$ cat config.mk
export PLATFORM = sky130hd
export DESIGN_NAME = imtw_irq_map
export DESIGN_NICKNAME = d
export VERILOG_FILES = /design/src/imtw_pkg.sv /design/src/imtw_pin_if.sv /design/src/imtw_irq_map.sv /design/src/imtw_debounce.sv
export VERILOG_INCLUDE_DIRS = /design/src
export SDC_FILE = /design/constraint.sdc
export NUM_CORES = 1
export LEC_CHECK = 0
export BUFFER_PORTS_ARGS = -buffer_cell sky130_fd_sc_hd__clkbuf_2
export CORE_MARGIN = 1.5
export CORE_UTILIZATION = 63
export DETAILED_ROUTE_END_ITERATION = 16
export PLACE_DENSITY = 0.9
export SLEW_MARGIN = 20
export SYNTH_ARGS = -nofsm -noshare
export SYNTH_HDL_FRONTEND = slang
export SYNTH_SLANG_ARGS = --single-unit
$ cat constraint.sdc
create_clock -name core_clk -period 54.2 [get_ports core_clk]
set_clock_uncertainty 0.05 [all_clocks]
set_input_delay 10.84 -clock core_clk [delete_from_list [all_inputs] [get_ports core_clk]]
set_output_delay 10.84 -clock core_clk [all_outputs]
set_load 0.01 [all_outputs]
$ cat src/imtw_consts.svh
/*
 File: constants for the interrupt mapping, tick clock select and wake detector.
 Assumes: included by bare name from the package and design modules.
*/
`ifndef IMTW_CONSTS_SVH
`define IMTW_CONSTS_SVH

// ==========================================================
// Line map
`define IMTW_NUM_LINES 24
`define IMTW_LINE_WAKE 0
`define IMTW_LINE_FINE 1
`define IMTW_LINE_GROSS 2
`define IMTW_LINE_TICK 3
`define IMTW_LINE_SLEEP_END 4
`define IMTW_LINE_ERROR 5
`define IMTW_LINE_RX 6
`define IMTW_LINE_EVENT 7
`define IMTW_LINE_SWTIM 8
`define IMTW_LINE_WCD 9
`define IMTW_LINE_DIAG 10
`define IMTW_LINE_CIPHER 11
`define IMTW_LINE_SER1 12
`define IMTW_LINE_SER2 13
`define IMTW_LINE_TWO_WIRE 14
`define IMTW_LINE_SPI 15
`define IMTW_LINE_ADC 16
`define IMTW_LINE_KEYPAD 17
`define IMTW_LINE_RFCAL 18
`define IMTW_LINE_PIN0 19
`define IMTW_NUM_PINS 5

// ==========================================================
// Fields, reset values, timing
`define IMTW_PRIO_W 8
`define IMTW_PRIO_RST 8'h0
`define IMTW_TCS_RST 1'b0
`define IMTW_DIAG_W 8
`define IMTW_DEB_CYCLES 4
`define IMTW_WAKE_CYCLES 8
`define IMTW_DIV_W 2

`endif

$ cat src/imtw_pkg.sv
/*
 File: types shared by the interrupt mapping block.
 Assumes: imtw_consts.svh is on the include path.
*/
`include "imtw_consts.svh"
package imtw_pkg;
   // Request vector and priority word
   typedef logic [`IMTW_NUM_LINES-1:0] imtw_lines_t;
   typedef logic [`IMTW_PRIO_W-1:0] imtw_prio_t;
   typedef logic [4:0] imtw_idx_t;
   // Wake detector states
   typedef enum logic [1:0] {
      IMTW_AWAKE,
      IMTW_ARMED,
      IMTW_WAKING
   } imtw_wake_t;
endpackage : imtw_pkg

$ cat src/imtw_pin_if.sv
/*
 File: carrier between the top and the pin debounce module.
 Assumes: both ends run on core_clk.
*/
`timescale 1ns/1ps
`include "imtw_consts.svh"
interface imtw_pin_if;
   logic [`IMTW_NUM_PINS-1:0] raw; // Synchronised pin requests
   logic [`IMTW_NUM_PINS-1:0] clean; // Debounced requests
   modport top (output raw, input clean);
   modport deb (input raw, output clean);
endinterface : imtw_pin_if

$ cat src/imtw_irq_map.sv
/*
 File: interrupt line map, priority pick, non-maskable route, tick clock
 select and wake-up detector.
 Every output leaves a flip-flop, so the core sees each line but the pin
 lines, the winner and the divided tick one cycle after the inputs that cause them.
 Assumes: request sources are level sources on core_clk, except pins and
 the reference tick, which come from outside and are synchronised here.
 Sources keep their request high until software clears them at the source;
 this block keeps no pending state of its own.
 A low ce freezes every register, including the debounce counters.
*/
`timescale 1ns/1ps
`include "imtw_consts.svh"
module imtw_irq_map #(
   parameter int WAKE_CYCLES = `IMTW_WAKE_CYCLES,
   parameter int DIAG_W = `IMTW_DIAG_W
) (
   input wire logic core_clk,
   input wire logic rst,
   input wire logic ce,
   // Link-layer sources
   input wire logic link_deep_sleep_wake_irq,
   input wire logic fine_target_timer_irq,
   input wire logic gross_target_timer_irq,
   input wire logic base_tick_irq,
   input wire logic link_active,
   input wire logic link_sleep_end_irq,
   input wire logic link_error_irq,
   input wire logic packet_received_irq,
   input wire logic radio_event_end_irq,
   input wire logic cipher_done_irq,
   input wire logic [DIAG_W-1:0] diag_events,
   input wire logic [DIAG_W-1:0] diagnostic_select_register,
   // Peripheral sources
   input wire logic software_timer_irq,
   input wire logic wake_capture_irq,
   input wire logic pin_combined_irq,
   input wire logic quad_decoder_irq,
   input wire logic first_serial_port_irq,
   input wire logic second_serial_port_irq,
   input wire logic two_wire_irq,
   input wire logic serial_peripheral_irq,
   input wire logic analog_converter_irq,
   input wire logic keypad_scanner_irq,
   input wire logic rf_calibration_irq,
   input wire logic [`IMTW_NUM_PINS-1:0] pin_request,
   input wire logic watchdog_irq,
   // Priority programming
   // One byte per line, written one line at a time by a single strobe.
   // An index of 24 or more is dropped without effect.
   input wire logic prio_we,
   input wire imtw_pkg::imtw_idx_t prio_idx,
   input wire imtw_pkg::imtw_prio_t prio_wdata,
   // Tick clock
   input wire logic tick_clock_select_we,
   input wire logic tick_clock_select_wdata,
   input wire logic reference_tick_1mhz,
   input wire logic [`IMTW_DIV_W-1:0] core_clk_div,
   // Sleep control
   input wire logic deep_sleep_bit,
   input wire logic core_sleeping,
   // Outputs
   // All registered; the winner fields are only meaningful with irq_valid.
   // The tick enable is a single-cycle pulse, the others are levels.
   output imtw_pkg::imtw_lines_t irq_lines,
   output logic nmi,
   output logic irq_valid,
   output imtw_pkg::imtw_idx_t irq_winner,
   output imtw_pkg::imtw_prio_t irq_winner_prio,
   output logic tick_clock_select,
   output logic tick_enable,
   output logic core_power_down,
   output logic core_wake_req
);
   import imtw_pkg::*;

   // ==========================================================
   // Parameter check
   // The restore counter is eight bits wide, so longer restores cannot be
   // counted; a zero length would wrap the end count to 255 and restore for 256 cycles.
   initial begin
      if (WAKE_CYCLES < 1 || WAKE_CYCLES > 255 || DIAG_W < 1)
         $error("imtw_irq_map: unsupported parameters");
   end

   // ==========================================================
   // Pin and reference tick synchronisers
   logic [`IMTW_NUM_PINS-1:0] pin_s1_ff; // First stage, read only by stage two
   logic [`IMTW_NUM_PINS-1:0] pin_s2_ff; // Safe pin levels
   logic ref_s1_ff; // First stage of reference tick
   logic ref_s2_ff; // Synchronised reference tick
   logic ref_s3_ff; // Delayed copy for edge detect

   // Pins and the reference tick change with no relation to core_clk.
   // Only the second and later stages are read by logic, which keeps a metastable
   // first stage away from the debounce and the edge detector.
   // Two flops on every asynchronous input
   always_ff @(posedge core_clk or posedge rst) begin
      if (rst) begin
         pin_s1_ff <= '0;
         pin_s2_ff <= '0;
         ref_s1_ff <= 1'b0;
         ref_s2_ff <= 1'b0;
         ref_s3_ff <= 1'b0;
      end else if (ce) begin
         pin_s1_ff <= pin_request;
         pin_s2_ff <= pin_s1_ff;
         ref_s1_ff <= reference_tick_1mhz;
         ref_s2_ff <= ref_s1_ff;
         ref_s3_ff <= ref_s2_ff;
      end
   end

   // ==========================================================
   // Debounce stage for the pin lines
   // A pin level must stay put for several cycles before it reaches the
   // line map; short spikes on a pin never make a request.
   // Cost: a genuine pin request arrives a few cycles late.
   imtw_pin_if pin_bus ();
   assign pin_bus.raw = pin_s2_ff;

   imtw_debounce #(
      .N(`IMTW_NUM_PINS),
      .CYCLES(`IMTW_DEB_CYCLES)
   ) u_deb (
      .core_clk(core_clk),
      .rst(rst),
      .ce(ce),
      .pins(pin_bus)
   );

   // ==========================================================
   // Line map; each line is the source level itself
   // The line number doubles as the inherent priority, so the map below
   // fixes which request wins a tie.
   // The base tick line is gated by link activity, the diagnostic line by
   // a select mask, and line 9 merges three peripheral requests.
   imtw_lines_t nxt_lines;
   wire tick_gated = base_tick_irq & link_active;
   wire wcd_any = wake_capture_irq | pin_combined_irq | quad_decoder_irq;
   wire diag_any = |(diag_events & diagnostic_select_register);

   always_comb begin
      nxt_lines = '0;
      nxt_lines[`IMTW_LINE_WAKE] = link_deep_sleep_wake_irq;
      nxt_lines[`IMTW_LINE_FINE] = fine_target_timer_irq;
      nxt_lines[`IMTW_LINE_GROSS] = gross_target_timer_irq;
      nxt_lines[`IMTW_LINE_TICK] = tick_gated;
      nxt_lines[`IMTW_LINE_SLEEP_END] = link_sleep_end_irq;
      nxt_lines[`IMTW_LINE_ERROR] = link_error_irq;
      nxt_lines[`IMTW_LINE_RX] = packet_received_irq;
      nxt_lines[`IMTW_LINE_EVENT] = radio_event_end_irq;
      nxt_lines[`IMTW_LINE_SWTIM] = software_timer_irq;
      nxt_lines[`IMTW_LINE_WCD] = wcd_any;
      nxt_lines[`IMTW_LINE_DIAG] = diag_any;
      nxt_lines[`IMTW_LINE_CIPHER] = cipher_done_irq;
      nxt_lines[`IMTW_LINE_SER1] = first_serial_port_irq;
      nxt_lines[`IMTW_LINE_SER2] = second_serial_port_irq;
      nxt_lines[`IMTW_LINE_TWO_WIRE] = two_wire_irq;
      nxt_lines[`IMTW_LINE_SPI] = serial_peripheral_irq;
      nxt_lines[`IMTW_LINE_ADC] = analog_converter_irq;
      nxt_lines[`IMTW_LINE_KEYPAD] = keypad_scanner_irq;
      nxt_lines[`IMTW_LINE_RFCAL] = rf_calibration_irq;
      nxt_lines[`IMTW_LINE_PIN0 +: `IMTW_NUM_PINS] = pin_bus.clean;
   end

   // ==========================================================
   // Priority table, one byte per line
   imtw_prio_t prio_ff [`IMTW_NUM_LINES]; // Programmed priorities

   // Software writes one byte at a time; out-of-range index ignored
   // All entries restart at zero, so until software programs them every
   // line has equal priority and the line number alone decides.
   // A new value takes effect on the pick one cycle after the write.
   always_ff @(posedge core_clk or posedge rst) begin
      if (rst) begin
         for (int i = 0; i < `IMTW_NUM_LINES; i++)
            prio_ff[i] <= `IMTW_PRIO_RST;
      end else if (ce && prio_we && prio_idx < 5'(`IMTW_NUM_LINES)) begin
         prio_ff[prio_idx] <= prio_wdata;
      end
   end

   // ==========================================================
   // Pick most urgent pending line
   // Scanning upward with strict less-than keeps the lowest number on
   // a tie; a linear scan is slow but 24 entries fit a 10 ns cycle.
   // With nothing pending the winner fields read as zero.
   logic nxt_valid;
   imtw_idx_t nxt_winner;
   imtw_prio_t nxt_wprio;

   always_comb begin
      nxt_valid = 1'b0;
      nxt_winner = '0;
      nxt_wprio = '1;
      for (int i = 0; i < `IMTW_NUM_LINES; i++) begin
         // Lower value more urgent ties to lower line
         if (nxt_lines[i] && (!nxt_valid || prio_ff[i] < nxt_wprio)) begin
            nxt_valid = 1'b1;
            nxt_winner = 5'(i);
            nxt_wprio = prio_ff[i];
         end
      end
   end

   // ==========================================================
   // Tick clock select and tick enable
   // The reference source gives one pulse per rising edge of the
   // synchronised reference; the divided source gives one pulse every
   // 2, 4, 8 or 16 core cycles. Software owns the choice of divider, and
   // must allow for it when it turns tick counts into time.
   logic [3:0] div_cnt_ff; // Divided core clock counter
   logic tcs_ff; // Tick clock select
   wire ref_edge = ref_s2_ff & ~ref_s3_ff;
   // Widened before the add, so the largest divider does not wrap to zero
   wire [3:0] div_max = 4'((1 << (3'(core_clk_div) + 3'd1)) - 1);
   wire div_edge = div_cnt_ff == div_max;
   imtw_wake_t wake_ff; // Wake detector state
   wire core_off = wake_ff != IMTW_AWAKE;
   // Timer halts while core is powered down
   wire nxt_tick = core_off ? 1'b0 : (tcs_ff ? div_edge : ref_edge);

   // Select register and divider counter
   always_ff @(posedge core_clk or posedge rst) begin
      if (rst) begin
         tcs_ff <= `IMTW_TCS_RST;
         div_cnt_ff <= 4'h0;
      end else if (ce) begin
         if (tick_clock_select_we)
            tcs_ff <= tick_clock_select_wdata;
         div_cnt_ff <= div_edge ? 4'h0 : div_cnt_ff + 4'h1;
      end
   end

   // ==========================================================
   // Wake-up detector: hardware only, no registers visible
   // It arms only when the core sleeps with deep sleep chosen and nothing
   // is pending; arming with a request already up would power the core
   // down and wake it again at once.
   // Any line or the watchdog ends the sleep. The restore time is fixed by
   // WAKE_CYCLES, and delivery of the winner waits until it has passed.
   logic [7:0] wcnt_ff; // Wake restore counter, counts up from zero
   imtw_wake_t nxt_wake;
   wire any_req = (|nxt_lines) | watchdog_irq;

   always_comb begin
      nxt_wake = wake_ff;
      case (wake_ff)
         IMTW_AWAKE: begin
            // Only armed with deep sleep set
            if (deep_sleep_bit && core_sleeping && !any_req)
               nxt_wake = IMTW_ARMED;
         end
         IMTW_ARMED: begin
            if (any_req)
               nxt_wake = IMTW_WAKING;
         end
         IMTW_WAKING: begin
            // Restore takes WAKE_CYCLES before delivery
            if (wcnt_ff == 8'(WAKE_CYCLES - 1))
               nxt_wake = IMTW_AWAKE;
         end
         default: nxt_wake = IMTW_AWAKE;
      endcase
   end

   // State and restore counter
   always_ff @(posedge core_clk or posedge rst) begin
      if (rst) begin
         wake_ff <= IMTW_AWAKE;
         wcnt_ff <= 8'h00;
      end else if (ce) begin
         wake_ff <= nxt_wake;
         wcnt_ff <= (wake_ff == IMTW_WAKING) ? wcnt_ff + 8'h01 : 8'h00;
      end
   end

   // ==========================================================
   // Registered outputs
   // Power state outputs are taken from the next state, so the power
   // manager sees a change in the same cycle as the detector's own state.
   // The tick is gated on the next state too: no pulse may appear in the
   // cycle in which the core is reported powered down.
   always_ff @(posedge core_clk or posedge rst) begin
      if (rst) begin
         irq_lines <= '0;
         nmi <= 1'b0;
         irq_valid <= 1'b0;
         irq_winner <= '0;
         irq_winner_prio <= '0;
         tick_clock_select <= `IMTW_TCS_RST;
         tick_enable <= 1'b0;
         core_power_down <= 1'b0;
         core_wake_req <= 1'b0;
      end else if (ce) begin
         irq_lines <= nxt_lines;
         nmi <= watchdog_irq;
         // Delivery held back until core restored
         irq_valid <= nxt_valid & ~core_off;
         irq_winner <= nxt_winner;
         irq_winner_prio <= nxt_valid ? nxt_wprio : '0;
         tick_clock_select <= tcs_ff;
         tick_enable <= nxt_tick & (nxt_wake == IMTW_AWAKE);
         core_power_down <= nxt_wake == IMTW_ARMED;
         core_wake_req <= nxt_wake == IMTW_WAKING;
      end
   end
endmodule : imtw_irq_map

$ cat src/imtw_debounce.sv
/*
 File: debounce stage for the five pin request lines.
 Assumes: inputs are already synchronised to core_clk.
*/
`timescale 1ns/1ps
`include "imtw_consts.svh"
module imtw_debounce #(
   parameter int N = `IMTW_NUM_PINS,
   parameter int CYCLES = `IMTW_DEB_CYCLES
) (
   input wire logic core_clk,
   input wire logic rst,
   input wire logic ce,
   imtw_pin_if.deb pins
);
   import imtw_pkg::*;

   // ==========================================================
   // Parameter check
   initial begin
      if (CYCLES < 1 || CYCLES > 255 || N != `IMTW_NUM_PINS)
         $error("imtw_debounce: unsupported parameters");
   end

   logic [7:0] cnt_ff [N]; // Stability counters
   logic [N-1:0] out_ff; // Accepted levels

   // ==========================================================
   // Accept a level only after it stays for CYCLES cycles
   for (genvar i = 0; i < N; i++) begin : g_pin
      wire differs = pins.raw[i] != out_ff[i];
      wire done = cnt_ff[i] == 8'(CYCLES - 1);
      always_ff @(posedge core_clk or posedge rst) begin
         if (rst) begin
            cnt_ff[i] <= 8'h00;
            out_ff[i] <= 1'b0;
         end else if (ce) begin
            // Any glitch restarts the count
            if (!differs) begin
               cnt_ff[i] <= 8'h00;
            end else if (done) begin
               cnt_ff[i] <= 8'h00;
               out_ff[i] <= pins.raw[i];
            end else begin
               cnt_ff[i] <= cnt_ff[i] + 8'h01;
            end
         end
      end
   end
   assign pins.clean = out_ff;
endmodule : imtw_debounce

---- After elaboration in Yosys (flattened, before gate mapping) ----
Index checks and enable logic that the tools add are counted.
word-level totals
  register bits ........................... 308
  bits of input ports ..................... 67
  output and inout port bits .............. 43
  logic and storage cells ................. 294
operators by class
  add/subtract/negate cells ............... 9
  order comparisons ....................... 26
  equality and inequality tests ........... 16
  shift operators ......................... 1
  muxes and demuxes ....................... 93
  bitwise logic cells ..................... 11
  reduce and logical (&&, ||, !) cells .... 86
operators with widths
  operator             count
  $mux 8               37
  $bwmux 192           1
  $lt 8x8->1           23
  $mux 5               22
  $add 8x1->8 const B  6
  $demux 8 s5          1
  $eq 8x2->1 const B   5
  $reduce_or 31->1     1
  $logic_and 1x1->1    28
  $mux 1               27
  $logic_not 1->1      24
  $logic_or 1x1->1     23
  $reduce_and 3->1     5
  $and 8x8->8          1
  $eq 8x3->1 const B   1
  $reduce_or 8->1      1
  $ge 6x6->1 const B   1
  $lt 6x1->1 const B   1
  $mux 2               3
  $not 5->6            1
  $pmux 2 s3           1
  $lt 5x5->1 const B   1
  $ne 1x1->1           5
  $add 4x1->4 const B  1
  other kinds (13)     22

---- Longest topological paths before layout ----
  depth after elaboration ................. 94
  mapped depth ............................ 267
  mapped depth without buffers ............ 245

---- Hierarchy ----
Synthesis repeated with hierarchy kept, for this count alone.
second synthesis, totals
  cell total of the unflattened synthesis .. 2293
  area, all modules ....................... 21873.5 um2
by module, submodules not included
  module         times used  cells an instance  area an instance (um2)  seq. area each (um2)
  imtw_irq_map   1           2059               19444.9                 6581.3
  imtw_debounce  1           234                2428.6                  1126.1

---- Least setup slack after synthesis ----
Ideal clock, no wire load.
  kind .................................... input port to flip-flop
  start ................................... in link_deep_sleep_wake_irq
  end ..................................... reg irq_winner_prio[2]
  setup time .............................. 0.134 ns
  arrival ................................. 51.844 ns
  required time ........................... 54.016 ns
  path slack .............................. 2.172 ns
  stages on the path ...................... 250
  buffers on the path ..................... 22
  path through ............................ buf_6 > nor2b_1 > ha_1 > nand4_1 > nor4_2 > o21ai_0 > nand2_1 > clkbuf_1 > nor2_1 > a21oi_1 > inv_1 > ha_1 > a21oi_1 > o21ai_0 > nor2_1 > nand2_1 > a31oi_2 > nor2_1 > (+214 left out) > a21o_1 > a21oi_1 > o21a_1 > o21ai_0 > a21oi_1 > a21bo_2 > buf_6 > mux2_2 > ha_1 > and4_1 > a21oi_1 > nand2_1 > nand2_1 > nand2_1 > o31ai_1 > or3_1 > buf_4 > o211ai_1
on the way
  word-level cells in the longest chain between the ends .. 94
  elaborated cells between the ends (all ways) .. 141
  classes of those cells .................. order compare: 23; mux: 49; reduce/logical: 69
ends and longest elaborated chain
  what                                                  RTL line             text
  from (decl)                                           imtw_irq_map.sv:22   input wire logic link_deep_sleep_wake_irq,
  $mux 8 / $mux 1 (equally long branches)               imtw_irq_map.sv:199  if (nxt_lines[i] && (!nxt_valid || prio_ff[i] < nxt_wprio)) begin
  $lt 8x8->1 / $logic_not 1->1 (equally long branches)  imtw_irq_map.sv:199
  $logic_or 1x1->1                                      imtw_irq_map.sv:199
  $logic_and 1x1->1                                     imtw_irq_map.sv:199
  $mux 8 / $mux 1 (equally long branches)               imtw_irq_map.sv:199
  $lt 8x8->1 / $logic_not 1->1 (equally long branches)  imtw_irq_map.sv:199
  $logic_or 1x1->1                                      imtw_irq_map.sv:199
  $logic_and 1x1->1                                     imtw_irq_map.sv:199
  (+78 left out)                                        --
  $logic_or 1x1->1                                      imtw_irq_map.sv:199
  $logic_and 1x1->1                                     imtw_irq_map.sv:199
  $mux 8 / $mux 1 (equally long branches)               imtw_irq_map.sv:199
  $lt 8x8->1 / $logic_not 1->1 (equally long branches)  imtw_irq_map.sv:199
  $logic_or 1x1->1                                      imtw_irq_map.sv:199
  $logic_and 1x1->1                                     imtw_irq_map.sv:199
  $mux 8 / $mux 1 (equally long branches)               imtw_irq_map.sv:199
  $mux 8 (*)                                            imtw_irq_map.sv:302  irq_winner_prio <= nxt_valid ? nxt_wprio : '0;
  to (signal assigned)                                  imtw_irq_map.sv:302
  to (decl)                                             imtw_irq_map.sv:69   output imtw_pkg::imtw_prio_t irq_winner_prio,
Mark *: on every way between the ends. The rest lies on a longest branch, timed or not.
A chain may end at the register's enable or synchronous reset.

---- Final worst setup path ----
  start ................................... in link_deep_sleep_wake_irq
  end ..................................... reg irq_winner_prio[1]
The elaborated chain is that of the path after synthesis.

==> results.yml <==
run_status:
  outcome: "complete, no violations"
layout:
  drive_gt1_share_pct: 26.66
  utilization_pct: 72.14
  syn_to_final_growth_pct: 12.80
  fin_nets: 2594
logic_synthesis:
  synth.area.top_cells: "dfrtp_1 36%, mux2_2 12%, ha_1 7.5%"
  yosysSeqAreaShare_pct: 36.03
  yosysWarnings: 0
  synth_commonest_cells: "308 x dfrtp_1, 236 x mux2_2, 217 x nand2_1"
  ys_types: 128
  ys_ff_latch: 308
  synth.most_common_cell: "dfrtp_1"
  syn_area_um2: 21390
  synth_fp_nets: 2471
  ys.flop_type: "dfrtp_1"
  async_reset_ff_share_pct: 100.0
  synth_edf_count: 0
  yosys.area.top_type: "dfrtp_1"
  yosysTopAreaCellShare_pct: 36.03
  syn_inst: 2276
  syn_area_per_cell_um2: 9.398
floorplan:
  ios: 110
  die_area_um2: 35070
  start_util_pct: 63.95
  rows: 67
  die_w_um: 187.3
  core_um2: 33450
  die_h_um: 187.3
clocking:
  cts.path.max_buffers: 3
  h-tree-depth: 2
  tritoncts: "yes"
  clock-sinks: 308
  hold_buffers: 0
  cts_inserted_buffers: 35
  cts_root_buf: "clkbuf_16"
  clkTransAtPathRegs_ps: 60
  clock_latency_ps: 560
placed_design:
  gp_congestion: 0.9766
  hpwl_um: 39240
  io_buffers: 109
routing:
  routed_wl_um: 58870
  drc_errors: 0
  via_per_inst: 6.563
  wl_per_cell_um: 20.50
  vias: 18850
  ant_nets: 0
  first_pass_iters: 6
  drt-initial-drc-count: 1922
critical_path:
  r2r_slack_ps: 11650
  crit_required_ps: 54590
  reg2reg_to: "irq_winner_prio[1]$_DFFE_PP0P_"
  start_kind: "input pin"
  slowest_stage: "o41a_4"
  r2r_cells: 238
  path_common_cell: "ha_1"
  slowest_delay_ps: 560
  cpLargestDelayFamily: "compound AO/OA/AOI/OAI gates"
  crit_path_max_fanout: 18
  worstPathArrival_ps: 53080
  critPathBufInv: 25
  r2r-start: "prio_ff[191]$_DFFE_PP0P_"
  critPathKind: "in2reg"
  end_kind: "flop"
sta:
  setup_viol: 0
  setup_tns_ps: 0
  fin_crit_sh_pct: 97.22
  hold_viol: 0
  fin_crit_ps: 52690
  timing.fmax_mhz: 18.98
  tightestPinTransition_ps: 952.4
  final-max-slew-violation-count: 0
  slew_headroom_pct: 36.51
grt:
  grt_pass1_vias: 18380
  grt_pass1_wl_um: 92310
  grt_usage_pct: 31.99
  antenna_found_initial: 1
  grt_max_degree: 108
  grt-ovfl-total: 0
hold_path:
  hold_depth: 1
  hold_path.class: "reg2reg"
  whs_endpoint: "core_wake_req$_DFFE_PP0P_"
  hold_path.startpoint: "core_wake_req$_DFFE_PP0P_"
flow_run:
  cap_viol_max_count: 0
==> cell type report <==
cell class | instances | area [um2]
multi-input combinational | 1707 | 12960
fill | 2229 | 9320
sequential | 308 | 7707
clock buffer | 48 | 1025
timing repair buffer | 171 | 1020
inverter | 176 | 668.1
tap | 448 | 560.5
clock inverter | 13 | 183.9
antenna | 1 | 2.502
==> flip-flops by register name, indices dropped and copies added, names as in the netlist, 2 cells and up <==
register / cells
div_cnt_ff: 4
u_deb.pins.clean: 5
pin_bus.raw: 5
u_deb.cnt_ff: 40
irq_winner_prio: 8
prio_ff: 192
pin_s1_ff: 5
irq_lines: 24
wake_ff: 2
wcnt_ff: 8
irq_winner: 5
==> routing by layer <==
layer / up-vias / wire length, um / GRT usage [%]
li1: 8477 / - / -
met2: 1007 / 28390 / 54.39
met5: - / 0 / 0
met3: 250 / 4567 / 5.572
met1: 9116 / 22870 / 39.66
met4: 0 / 3041 / 14.89
==> through the flow <==
stage          hold WS (ps)  instance area, um2  setup WS, ps  instances
2_1_floorplan         403.3               21390          2172       2276
3_3_place_gp          417.8               22100        -32.35       2757
3_5_place_dp          423.1               22100         -2561       2757
4_1_cts               436.8               23440         35.55       2827
5_1_grt               451.1               24130        -643.0       2872
6_report              433.3               24130          1509       2872
==> kinds of logic after synthesis <==
kind of cell / after synthesis / synth area share (%)
muxes: 290 / 15.26
DFF: 308 / 36.03
xor gates and xnor gates: 31 / 1.304
AOI/OAI and AO/OA: 596 / 19.24
and+or+nand+nor: 653 / 14.96
adders and majority gates: 133 / 7.745
buffers and inverters: 265 / 5.458
==> cells in the final DEF, fill, tap and decap left out, drive strengths merged, types with 8 or more instances in the layout <==
master / instances
dfrtp: 308
mux2: 245
nand2: 219
o21ai: 185
inv: 178
clkbuf: 155
nor2: 145
a21oi: 135
ha: 128
buf: 63
nand3: 51
mux2i: 46
a21o: 44
nor3: 40
nand2b: 27
and3: 26
nor2b: 24
o22ai: 23
nand4: 20
o31ai: 20
or2: 19
xnor2: 18
o211ai: 18
o21a: 17
and2: 17
a211oi: 15
xor2: 13
a22oi: 12
nor4: 11
or3: 11
a31oi: 11
nor3b: 9
o21bai: 9
o311ai: 9
a41oi: 9
o2111ai: 8
and4: 8
a31o: 8
==> repair_timing <==
| action | 4_1_cts | 5_1_grt |
|---|---|---|
| gates resized for setup | 19 | 94 |
| gates cloned | 0 | 5 |
| setup endpoints to repair | 13 | 13 |
| buffers inserted | 9 | 39 |
| pin swaps | 5 | 22 |
==> worst max-delay path by stage <==
stage	start	to	depth (start not counted)
after floorplan	link_deep_sleep_wake_irq	irq_winner_prio[2]$_DFFE_PP0P_	250
after global placement	link_deep_sleep_wake_irq	irq_winner_prio[1]$_DFFE_PP0P_	233
after detailed placement	link_deep_sleep_wake_irq	irq_winner_prio[2]$_DFFE_PP0P_	236
after CTS	link_deep_sleep_wake_irq	irq_winner_prio[3]$_DFFE_PP0P_	232
after global routing	link_deep_sleep_wake_irq	irq_winner_prio[1]$_DFFE_PP0P_	239
final	link_deep_sleep_wake_irq	irq_winner_prio[1]$_DFFE_PP0P_	239
Power is left out: the tool's default activity adds up to more than one toggle a clock period on the data nets, which glitch-free logic cannot reach.
